**src/zqc_pkg.sv**
```systemverilog
package zqc_pkg;
  // ----------------------------------------
  // Clocking
  // ----------------------------------------
  localparam int CORE_PERIOD_NS = 8;
  localparam int CK_DIV = 8;
  localparam int CK_PERIOD_NS = CORE_PERIOD_NS * CK_DIV;
  localparam int TMR_W = 10;

  // ----------------------------------------
  // Command encodings {cs_n, ras_n, cas_n, we_n}
  // ----------------------------------------
  localparam logic [3:0] CMD_NOP = 4'h7;
  localparam logic [3:0] CMD_ZQ = 4'h6;
  localparam logic [3:0] CMD_PRE = 4'h2;
  localparam logic [3:0] CMD_REF = 4'h1;
  localparam logic [3:0] CMD_ACT = 4'h3;

  // ----------------------------------------
  // Timing, in link clock cycles unless named _NS
  // ----------------------------------------
  localparam logic [TMR_W-1:0] ZQINIT_NCK = 10'h200;
  localparam logic [TMR_W-1:0] ZQOPER_NCK = 10'h100;
  localparam logic [TMR_W-1:0] ZQCS_NCK = 10'h040;
  localparam int RFC_NS = 260;
  localparam int RFC_NCK = (RFC_NS + CK_PERIOD_NS - 1) / CK_PERIOD_NS;
  localparam logic [TMR_W-1:0] RP_NCK = 10'h00b;
  localparam logic [TMR_W-1:0] XS_NCK = 10'h00a;
  localparam logic [TMR_W-1:0] XPDLL_NCK = 10'h00a;
  localparam logic [TMR_W-1:0] CPDED_NCK = 10'h002;
  localparam logic [TMR_W-1:0] WL_NCK = 10'h005;
  localparam logic [TMR_W-1:0] ANPD_NCK = WL_NCK - 10'h001;
  localparam logic [TMR_W-1:0] ACT_GAP_NCK = 10'h002;

  // ----------------------------------------
  // Impedance code
  // ----------------------------------------
  localparam int CODE_W = 6;
  localparam logic [CODE_W-1:0] CODE_RST = 6'h20;
  localparam logic [CODE_W-1:0] CODE_MAX = 6'h3f;
  localparam logic [CODE_W-1:0] CODE_MIN = 6'h00;

  typedef enum logic [3:0] {
    OP_ZQL = 4'h0,
    OP_ZQS = 4'h1,
    OP_ACT = 4'h2,
    OP_PREA = 4'h3,
    OP_REF = 4'h4,
    OP_SRE = 4'h5,
    OP_SRX = 4'h6,
    OP_PDE = 4'h7,
    OP_PDX = 4'h8
  } zqc_op_t;
endpackage

```
**src/zqc_link_if.sv**
```systemverilog
interface zqc_link_if;
  logic ck;
  logic cke;
  logic cs_n;
  logic ras_n;
  logic cas_n;
  logic we_n;
  logic a10;
  logic odt;
  logic dq_oe_host;
  logic dq_oe_dev;

  modport host (
    output ck, cke, cs_n, ras_n, cas_n, we_n, a10, odt, dq_oe_host,
    input dq_oe_dev
  );
  modport dev (
    input ck, cke, cs_n, ras_n, cas_n, we_n, a10, odt, dq_oe_host,
    output dq_oe_dev
  );
endinterface

```
**src/zqc_host.sv**
```systemverilog
// Notes on behaviour
// - Entry-then-exit overlap: treat termination response uncertain
// - Exit-then-entry overlap: treat termination response uncertain
// - Long calibration usable at init and later
// - Device calibrates, then loads driver and termination
// - First long gets init window, later shorter
// - Short calibration finishes within its window
// - Space short calibrations by drift-derived interval; left to the requester, not enforced here
// - No other commands during calibration windows
// - Device cuts resistor current after calibration
// - All banks precharged, precharge time met first
// - Calibration no sooner than exit time after self-refresh
// - No self-started calibration at self refresh exit
// - Shared resistor: rank windows never overlap
// - Clock enable held high throughout calibration
// - Termination pin held low during calibration
// - Data pins released during calibration
// - Refresh recovery time before activate or refresh
// - Entry transition starts write latency less one early
// - Exit transition spans before and after clock enable
module zqc_host (
  input wire logic core_clk,
  input wire logic rst,
  input wire logic req_valid,
  input wire zqc_pkg::zqc_op_t req_op,
  output logic req_ready,
  input wire logic user_odt,
  input wire logic user_dq_oe,
  input wire logic zq_peer_busy,
  output logic zq_busy,
  output logic odt_uncertain,
  zqc_link_if.host link
);
  // ----------------------------------------
  // State and helpers
  // ----------------------------------------
  typedef enum logic [2:0] {
    H_IDLE = 3'b001,
    H_PREP = 3'b010,
    H_WAIT = 3'b100
  } zqc_hst_t;

  function automatic logic is_pd(input zqc_pkg::zqc_op_t op);
    is_pd = (op == zqc_pkg::OP_PDE) || (op == zqc_pkg::OP_PDX);
  endfunction

  zqc_hst_t state;
  zqc_pkg::zqc_op_t held_op;
  logic [2:0] div_cnt;
  logic [2:0] next_div_cnt;
  logic tick;
  logic [zqc_pkg::TMR_W-1:0] tmr;
  logic [zqc_pkg::TMR_W-1:0] rp_cnt;
  logic banks_open;
  logic zq_first_done;
  logic peer_s1;
  logic peer_s2;
  logic zq_want;
  localparam logic [zqc_pkg::TMR_W-1:0] TMR_W_RFC = zqc_pkg::TMR_W'(zqc_pkg::RFC_NCK);

  assign next_div_cnt = div_cnt + 3'h1;
  // Commands change on the falling link edge, mid-way between samples
  assign tick = (div_cnt == 3'h7);
  assign zq_want = req_valid && (req_op == zqc_pkg::OP_ZQL || req_op == zqc_pkg::OP_ZQS);

  // ----------------------------------------
  // Link clock divider
  // ----------------------------------------
  always_ff @(posedge core_clk or posedge rst) begin
    if (rst) begin
      div_cnt <= 3'h0;
      link.ck <= 1'b0;
    end else begin
      div_cnt <= next_div_cnt;
      link.ck <= next_div_cnt[2];
    end
  end

  // ----------------------------------------
  // Peer rank busy synchroniser
  // ----------------------------------------
  always_ff @(posedge core_clk or posedge rst) begin
    if (rst) begin
      peer_s1 <= 1'b0;
      peer_s2 <= 1'b0;
    end else begin
      peer_s1 <= zq_peer_busy;
      peer_s2 <= peer_s1;
    end
  end

  // ----------------------------------------
  // Termination and data pins
  // ----------------------------------------
  // Forced off as soon as a calibration is wanted, no later than the command
  always_ff @(posedge core_clk or posedge rst) begin
    if (rst) begin
      link.odt <= 1'b0;
      link.dq_oe_host <= 1'b0;
    end else begin
      link.odt <= user_odt && !zq_busy && !zq_want;
      link.dq_oe_host <= user_dq_oe && !zq_busy && !zq_want;
    end
  end

  // ----------------------------------------
  // Precharge recovery counter
  // ----------------------------------------
  always_ff @(posedge core_clk or posedge rst) begin
    if (rst) begin
      rp_cnt <= '0;
    end else if (tick) begin
      if (state == H_IDLE && req_valid && link.cke &&
          req_op == zqc_pkg::OP_PREA) begin
        rp_cnt <= zqc_pkg::RP_NCK;
      end else if (state == H_IDLE && zq_want && banks_open) begin
        rp_cnt <= zqc_pkg::RP_NCK;
      end else if (rp_cnt != '0) begin
        rp_cnt <= rp_cnt - 10'h001;
      end
    end
  end

  // ----------------------------------------
  // Command sequencer
  // ----------------------------------------
  always_ff @(posedge core_clk or posedge rst) begin
    if (rst) begin
      state <= H_IDLE;
      held_op <= zqc_pkg::OP_ZQL;
      tmr <= '0;
      banks_open <= 1'b0;
      zq_first_done <= 1'b0;
      zq_busy <= 1'b0;
      odt_uncertain <= 1'b0;
      req_ready <= 1'b0;
      link.cke <= 1'b1;
      {link.cs_n, link.ras_n, link.cas_n, link.we_n} <= zqc_pkg::CMD_NOP;
      link.a10 <= 1'b0;
    end else begin
      req_ready <= 1'b0;
      if (tick) begin
        {link.cs_n, link.ras_n, link.cas_n, link.we_n} <= zqc_pkg::CMD_NOP;
        link.a10 <= 1'b0;
        case (state)
          H_IDLE: begin
            if (req_valid) begin
              case (req_op)
                zqc_pkg::OP_ZQL, zqc_pkg::OP_ZQS: begin
                  if (banks_open) begin
                    {link.cs_n, link.ras_n, link.cas_n, link.we_n} <= zqc_pkg::CMD_PRE;
                    link.a10 <= 1'b1;
                    banks_open <= 1'b0;
                  end else if (rp_cnt == '0 && !peer_s2 && link.cke) begin
                    {link.cs_n, link.ras_n, link.cas_n, link.we_n} <= zqc_pkg::CMD_ZQ;
                    link.a10 <= (req_op == zqc_pkg::OP_ZQL);
                    zq_busy <= 1'b1;
                    req_ready <= 1'b1;
                    state <= H_WAIT;
                    // Short calibration spacing is the requester's job
                    if (req_op == zqc_pkg::OP_ZQS) begin
                      tmr <= zqc_pkg::ZQCS_NCK;
                    end else begin
                      zq_first_done <= 1'b1;
                      tmr <= zq_first_done ? zqc_pkg::ZQOPER_NCK
                                           : zqc_pkg::ZQINIT_NCK;
                    end
                  end
                end
                zqc_pkg::OP_ACT: begin
                  if (rp_cnt == '0 && link.cke) begin
                    {link.cs_n, link.ras_n, link.cas_n, link.we_n} <= zqc_pkg::CMD_ACT;
                    banks_open <= 1'b1;
                    req_ready <= 1'b1;
                    tmr <= zqc_pkg::ACT_GAP_NCK;
                    state <= H_WAIT;
                  end
                end
                zqc_pkg::OP_PREA: begin
                  // No precharge while the clock enable is low
                  if (link.cke) begin
                    {link.cs_n, link.ras_n, link.cas_n, link.we_n} <= zqc_pkg::CMD_PRE;
                    link.a10 <= 1'b1;
                    banks_open <= 1'b0;
                    req_ready <= 1'b1;
                  end
                end
                zqc_pkg::OP_REF, zqc_pkg::OP_SRE: begin
                  if (!banks_open && rp_cnt == '0 && link.cke) begin
                    {link.cs_n, link.ras_n, link.cas_n, link.we_n} <= zqc_pkg::CMD_REF;
                    link.cke <= (req_op == zqc_pkg::OP_REF);
                    req_ready <= 1'b1;
                    tmr <= TMR_W_RFC;
                    state <= H_WAIT;
                  end
                end
                zqc_pkg::OP_SRX: begin
                  link.cke <= 1'b1;
                  req_ready <= 1'b1;
                  tmr <= zqc_pkg::XS_NCK;
                  state <= H_WAIT;
                end
                zqc_pkg::OP_PDE, zqc_pkg::OP_PDX: begin
                  held_op <= req_op;
                  odt_uncertain <= 1'b1;
                  tmr <= zqc_pkg::ANPD_NCK;
                  state <= H_PREP;
                end
                default: req_ready <= 1'b0;
              endcase
            end
          end
          H_PREP: begin
            tmr <= tmr - 10'h001;
            if (tmr == 10'h001) begin
              link.cke <= (held_op == zqc_pkg::OP_PDX);
              req_ready <= 1'b1;
              tmr <= (held_op == zqc_pkg::OP_PDX) ? zqc_pkg::XPDLL_NCK
                                                  : zqc_pkg::CPDED_NCK;
              state <= H_WAIT;
            end
          end
          H_WAIT: begin
            tmr <= tmr - 10'h001;
            if (tmr <= 10'h001) begin
              zq_busy <= 1'b0;
              // Back-to-back transitions keep the flag up over the overlap
              odt_uncertain <= req_valid && is_pd(req_op);
              state <= H_IDLE;
            end
          end
          default: state <= H_IDLE;
        endcase
      end
    end
  end

endmodule

```
**src/flat_wrapper.sv**
```systemverilog
// flat-port wrapper written by rule: the top's interface ports become plain ports
module zqc_host_flat 
  (core_clk, rst, req_valid, req_op, req_ready, user_odt, user_dq_oe, zq_peer_busy, zq_busy, odt_uncertain, link_ck, link_cke, link_cs_n, link_ras_n, link_cas_n, link_we_n, link_a10, link_odt, link_dq_oe_host, link_dq_oe_dev);
  zqc_link_if link_i ();
  input wire logic core_clk;
  input wire logic rst;
  input wire logic req_valid;
  input wire zqc_pkg::zqc_op_t req_op;
  output logic req_ready;
  input wire logic user_odt;
  input wire logic user_dq_oe;
  input wire logic zq_peer_busy;
  output logic zq_busy;
  output logic odt_uncertain;
  output wire logic [$bits(link_i.ck)-1:0] link_ck;
  output wire logic [$bits(link_i.cke)-1:0] link_cke;
  output wire logic [$bits(link_i.cs_n)-1:0] link_cs_n;
  output wire logic [$bits(link_i.ras_n)-1:0] link_ras_n;
  output wire logic [$bits(link_i.cas_n)-1:0] link_cas_n;
  output wire logic [$bits(link_i.we_n)-1:0] link_we_n;
  output wire logic [$bits(link_i.a10)-1:0] link_a10;
  output wire logic [$bits(link_i.odt)-1:0] link_odt;
  output wire logic [$bits(link_i.dq_oe_host)-1:0] link_dq_oe_host;
  input wire logic [$bits(link_i.dq_oe_dev)-1:0] link_dq_oe_dev;
  assign link_ck = link_i.ck;
  assign link_cke = link_i.cke;
  assign link_cs_n = link_i.cs_n;
  assign link_ras_n = link_i.ras_n;
  assign link_cas_n = link_i.cas_n;
  assign link_we_n = link_i.we_n;
  assign link_a10 = link_i.a10;
  assign link_odt = link_i.odt;
  assign link_dq_oe_host = link_i.dq_oe_host;
  assign link_i.dq_oe_dev = link_dq_oe_dev;
  zqc_host u_core (.core_clk(core_clk), .rst(rst), .req_valid(req_valid), .req_op(req_op), .req_ready(req_ready), .user_odt(user_odt), .user_dq_oe(user_dq_oe), .zq_peer_busy(zq_peer_busy), .zq_busy(zq_busy), .odt_uncertain(odt_uncertain), .link(link_i));
endmodule
```
**config.mk**
```make
export PLATFORM = sky130hd
export DESIGN_NAME = zqc_host_flat
export DESIGN_NICKNAME = d
export VERILOG_FILES = /design/src/zqc_pkg.sv /design/src/zqc_link_if.sv /design/src/zqc_host.sv /design/src/flat_wrapper.sv
export SDC_FILE = /design/constraint.sdc
export NUM_CORES = 1
export LEC_CHECK = 0
export BUFFER_PORTS_ARGS = -buffer_cell sky130_fd_sc_hd__buf_2
export CORE_UTILIZATION = 30
export DETAILED_ROUTE_END_ITERATION = 10
export PLACE_DENSITY_LB_ADDON = 0.3
export SETUP_SLACK_MARGIN = 0.15
export SLEW_MARGIN = 40
export SYNTH_ARGS = -nofsm -noshare
export SYNTH_HDL_FRONTEND = slang
export SYNTH_SLANG_ARGS = --single-unit
```
**constraint.sdc**
```tcl
create_clock -name core_clk -period 4.55 [get_ports core_clk]
set_input_delay 0.2275 -clock core_clk [delete_from_list [all_inputs] [get_ports core_clk]]
set_output_delay 0.2275 -clock core_clk [all_outputs]
set_load 0.02 [all_outputs]
```
### Word level (Yosys, flattened, before mapping)

Index checks and enable logic that the tools add are counted.

| word-level totals | value |
|---|---|
| output and inout port bits | 12 |
| flip-flop bits (word level) | 45 |
| input port bits | 11 |
| word-level logic and storage cells | 168 |

| cells by class | value |
|---|---|
| multiplexer cells | 71 |
| add/sub/neg operators | 3 |
| magnitude comparators | 1 |
| bitwise logic cells | 2 |
| reduce and logical (&&, ||, !) cells | 42 |
| equal/unequal tests | 29 |

Operators by type and width:

| cell | number |
|---|---|
| two-way mux 10 bit | 11 |
| case mux 10 bit (5 select lines) | 1 |
| two-way mux 1 bit | 38 |
| case mux 10 bit (3 select lines) | 1 |
| two-way mux 3 bit | 7 |
| subtractor 10 x 1 -> 10 bit, second input constant | 2 |
| equality test 4 x 3 -> 1 bit, second input constant | 4 |
| logical AND 1 bit | 16 |
| != test 3 bit, second input constant | 5 |
| case mux 3 bit (5 select lines) | 1 |
| case mux 1 bit (2 select lines) | 7 |
| AND reduction 7 bit | 2 |
| AND reduction 6 bit | 2 |
| equality test 10 x 1 -> 1 bit, second input constant | 1 |
| less-or-equal comparator 10 x 1 -> 1 bit, second input constant | 1 |
| zero test 10 bit | 1 |
| != test 2 bit, second input constant | 5 |
| nonzero test 10 bit | 1 |
| case mux 3 bit (3 select lines) | 1 |
| AND reduction 9 bit | 1 |
| nonzero test 3 bit | 3 |
| equality test 4 x 2 -> 1 bit, second input constant | 2 |
| equality test 4 bit, second input constant | 2 |
| != test 2 x 1 -> 1 bit, second input constant | 4 |
| 20 further kinds | 29 |

### Logic depth before layout (Yosys ltp)

| logic depth | value |
|---|---|
| depth in word-level cells | 9 |
| gate-level depth with buffers | 9 |
| mapped depth without buffers | 8 |

### Worst setup path before layout

Ideal clock, no wire load.

| timing | value |
|---|---|
| path kind | register to register |
| from | reg u_core.tmr[0] (netlist name) |
| to | reg u_core.state[0] |
| stages on the path, launching flop included | 9 |
| data required time | 4465 ps |
| arrival time | 2049 ps |
| library setup time | 85 ps |
| buffers on the path | 0 |
| slack | 2416 ps |
| period minus slack after synthesis | 2134 ps |
| cells stage by stage | dfrtp_1 -> inv_1 -> ha_1 -> or3b_2 -> nor3_1 -> a21oi_1 -> o21ai_0 -> and2_1 -> mux2_1 |

| on the way | value |
|---|---|
| cells in the longest elaborated chain, start to end | 3 |
| elaborated cells on any way between the ends | 5 |
| classes of those cells | order compare: 1; eq/ne: 3; reduce/logical: 1 |

RTL lines:

| item | line | source |
|---|---|---|
| start, declared | zqc_host.sv:52 | `logic [zqc_pkg::TMR_W-1:0] tmr;` |
| start signal, assigned | zqc_host.sv:162 | `tmr <= zqc_pkg::ZQCS_NCK;` |
| start signal, assigned | zqc_host.sv:165 | `tmr <= zq_first_done ? zqc_pkg::ZQOPER_NCK` |
| start signal, assigned | zqc_host.sv:175 | `tmr <= zqc_pkg::ACT_GAP_NCK;` |
| less-or-equal comparator 10 x 1 -> 1 bit or equality test 10 x 1 -> 1 bit (tied branches) | zqc_host.sv:225, zqc_host.sv:215 |  |
| != test 2 x 1 -> 1 bit (no line) | - |  |
| AND reduction 9 bit (no line) * | - |  |
| end signal, assigned | zqc_host.sv:220 | `state <= H_WAIT;` |
| end signal, assigned | zqc_host.sv:229 | `state <= H_IDLE;` |
| end signal, assigned | zqc_host.sv:232 | `default: state <= H_IDLE;` |
| end, declared | zqc_host.sv:47 | `zqc_hst_t state;` |

Every way passes the cells marked *; elsewhere a longest branch is shown, timed or not.
A chain may end at the register's enable or synchronous reset.

### Final worst setup path

| timing | value |
|---|---|
| from | reg u_core.rp_cnt[0] (netlist name) |
| to | reg u_core.tmr[8] (netlist name) |

| on the way | value |
|---|---|
| cells in the longest elaborated chain, start to end | 5 |
| elaborated cells on any way between the ends | 10 |
| classes of those cells | eq/ne: 3; reduce/logical: 7 |

RTL lines:

| item | line | source |
|---|---|---|
| start, declared | zqc_host.sv:53 | `logic [zqc_pkg::TMR_W-1:0] rp_cnt;` |
| start signal, assigned | zqc_host.sv:115 | `rp_cnt <= zqc_pkg::RP_NCK;` |
| start signal, assigned | zqc_host.sv:117 | `rp_cnt <= zqc_pkg::RP_NCK;` |
| start signal, assigned | zqc_host.sv:119 | `rp_cnt <= rp_cnt - 10'h001;` |
| zero test 10 bit * | zqc_host.sv:154, zqc_host.sv:171, zqc_host.sv:189 |  |
| logical AND 1 bit, on equally long branches (2 in series) | zqc_host.sv:154, zqc_host.sv:189 |  |
| != test 3 bit (no line) | - |  |
| AND reduction 8 bit (no line) * | - |  |

Marked as above.

==> summary.md <==
| Metric | Value |
|---|---|
| Status | finished clean |
| Layout Nets | 313 |
| Prevailing post-synth register cell | dfrtp_1 |
| RSZ-0062 raised after global routing | false |
| Hold Violations, Final | 0 |
| Vias per std cell | 5.20 |
| Synth Register Bits | 44 |
| Longest Clk Path Bufs | 2 |
| CP Class | flip-flop to flip-flop |
| Initial antenna violation count | 0 |
| Dpl hpwl | 4.33 mm |
| Post-cts gate resize count | 0 |
| Largest net degree at the start of global routing | 45 |
| WL per Instance | 14.7 um |
| Least-Margin Pin Slew | 608 ps |
| CTS tree | done |
| Share of layout cells above drive strength 1 | 0.202 |
| Hold Path Class | input pin to flip-flop |
| Fillers | between 800 and 900 |
| Starting Density | 0.314 |
| DRC errors left | 0 |
| Num CTS Buffers | 5 |
| Type of origin of the critical path | flip-flop |
| RR Startpoint | u_core.rp_cnt[0] |
| Max Freq | 390 MHz |
| Cell taking the most area after synthesis | dfrtp_1 |
| Buffers on Ports | 20 |
| Clock Sink Count | 44 |
| Number of synthesized flops with an enable pin | 0 |
| Clk_lat worst skew | 290 ps |
| Synth Instances | 279 |
| GPL Wtd Cong | 0.774 |
| Post-route met1 wirelength | 2.79 mm |
| Final Core Density | 0.351 |
| Worst vdd ir | 0.166 mV |
| Hold_buf cts | 1 |
| Area of the core | about 8300 sq um |
| Ant diodes | 0 |
| Final worst-path cycle share | 0.564 |
| CTS clk-pin slew, worst paths | 80 ps |
| FP Rows | 33 |
| Die X | 95.4 um |
| DR top layer | met4 |
| Synthesized area per cell | 9.37 sq um |
| First-pass GRT wire length | 9.80 mm |
| Die area | between 9000 and 10,000 sq um |
| Slew HR | 0.595 |
| Worst Hold Launch | zq_peer_busy |
| GRT Total Usage | 0.140 |
| Depth of the CTS H-tree | 2 |
| Crit path DAT | between 2000 and 3000 ps |
| Post-synth ARST share | 1.00 |
| Antenna Nets Post-Route | 0 |
| Max Slew Vio Count | 0 |
| Synth unique cells | 60 |
| Post-layout min period | 2570 ps |
| Met2 routed wirelength | 2.88 mm |
| Crit path max fanout | 13 |
| Total setup buffers inserted after CTS | 0 |
| Worst R2R Setup Slack | 1980 ps |
| DRT iter0 DRCs | 79 |
| CP Capture Type | flip-flop |
| Power Density | 317 nW/um^2 |
| Setup_tns | 0 ps |
| Overflow after GRT | 0 |
| Via count | about 2.1k |
| Synth warn | 0 |
| Syn nets | approximately 300 |
| Final setup violation count | 0 |
| Number of global-route vias before repair | 1,995 |
| Root buffer cell | clkbuf_8 |
| Mapped Area | 2620 sq um |
| Total Routed Length | 5.91 mm |
| Fin Clk Skew | approximately 3.4 ps |
| Top cells by area, synth | dfrtp_1 37%, dfstp_2 5.0%, nor2_1 4.6%, a21oi_1 3.8%, ha_1 2.9% |
| Leakage | 1.16 nW |
| Worst setup path start | u_core.rp_cnt[0] |
| Share of the synthesized area in the top cell type | 0.373 |
| DR pass1 iterations | 5 |
| Register area share after synthesis | 0.423 |
| WP data required | approximately 4700 ps |
| Area grow syn2layout | 11.9% |
| Io pins | 23 |
| Die Span Y | 95.4 um |
| Met3 wire length | 188 um |
| Max-cap violation count | 0 |
## layout make-up
type | instances | area [sq um] | share of cell area
multi-input combinational | 212 | 1410 | 0.480
sequential | 44 | 1110 | 0.378
tap | 105 | 131 | 0.0449
timing repair buffer | 22 | 118 | 0.0402
clock buffer | 6 | 82.6 | 0.0282
inverter | 11 | 43.8 | 0.0150
clock inverter | 2 | 38.8 | 0.0133
## cell usage in the layout (no fill, tap or decap), types with 3 or more instances in the layout
master / instances
dfrtp_1: 39
nor2_1: 32
a21oi_1: 20
buf_2: 20
nor3_1: 14
nand2_1: 12
o21ai_0: 11
inv_1: 10
o21ai_1: 9
nand2b_1: 8
nand3_1: 7
nor4_1: 6
or3_1: 6
a31oi_1: 6
ha_1: 6
clkbuf_8: 6
mux2_2: 5
nand4_1: 5
a21oi_2: 5
xnor2_1: 5
dfstp_2: 5
xor2_1: 4
a22o_1: 4
nor3b_2: 3
and2_1: 3
nor3b_1: 3
## layer usage
layer / vias to the layer above / GRT usage
li1: 1044 / -
met1: 1017 / 0.185
met2: 28 / 0.227
met3: 2 / 0.0319
met4: 0 / 0.0391
met5: - / 0
## sequential cells by signal, indices dropped and copies added, names as in the netlist, 3 cells and up
signal,count
u_core.held_op,4
u_core.rp_cnt,10
u_core.div_cnt,3
u_core.state,3
u_core.tmr,10
## cell families (layout without fill, tap and decap cells)
family	count (synthesis)	after routing	synth area share
buffers and inverters	23	41	0.0392
AOI/OAI and AO/OA	72	72	0.183
DFF	44	44	0.423
and+or+nand+nor	118	118	0.268
xor gates and xnor gates	9	9	0.0301
muxes	6	6	0.0258
adders and majority gates	6	6	0.0287
other	1	1	0.00143
## worst max-delay path, stage by stage (launching register included)
cell	delay (ps)
dfrtp_1	400
inv_1	120
ha_1	210
and4bb_2	240
nand3_1	100
a31o_1	300
nor4b_4	480
buf_4	280
o21ai_1	90
a22o_1	250
## cell usage after synthesis, types with 2 or more instances
master and instances:
mux2_2 5, nor3b_2 3, o2bb2ai_1 2, nand4_1 5, buf_2 3, xnor2_1 5, o32ai_1 2, a21oi_1 20
a31oi_1 6, and2_1 3, inv_1 11, clkbuf_1 6, nand3_1 7, ha_1 6, nand2_1 12, o211ai_1 2
nand2b_1 8, o21ai_1 9, a22o_1 4, or3_1 6, o21ai_0 11, xor2_1 4, o31ai_1 2, or3b_2 2
nor2b_1 2, a21oi_2 5, dfrtp_1 39, nor3_1 14, nor3b_1 3, nor4_1 6, nor2_1 32, dfstp_2 5
or4_1 2
## power breakdown
group          total [mW]  leakage (nW)  switching, mW  internal, mW
combinational       0.177         0.575          0.110        0.0670
clock               0.315        0.0614          0.136         0.180
sequential          0.436         0.524         0.0240         0.412
## metrics by stage
| stage | setup slack (ps) | cell area (sq um) | cells | power, mW | hold WS [ps] |
|---|---|---|---|---|---|
| 3_3_place_gp | 1850 | 2790 | 392 | 0.617 | 335 |
| 5_1_grt | 1790 | 2930 | 402 | 0.980 | 20.6 |
| 6_report | 1980 | 2930 | 402 | 0.928 | 34.1 |
| 3_5_place_dp | 1970 | 2800 | 393 | 0.618 | 323 |
| 4_1_cts | 1960 | 2930 | 402 | 0.944 | 23.6 |
| 2_1_floorplan | 2420 | 2620 | 279 | 0.576 | 259 |
## final timing paths
kind / endpoint / depth (start not counted)
setup / recovery: u_core.tmr[8] / 9
setup reg to reg: u_core.tmr[8] / 9
max in group asynchronous: u_core.link.cas_n / 3
min in group asynchronous: u_core.tmr[5] / 3
hold reg to reg: u_core.peer_s2 / 0
hold / removal: u_core.peer_s1 / 1
Note: power is estimated with default switching activity, not from simulation.
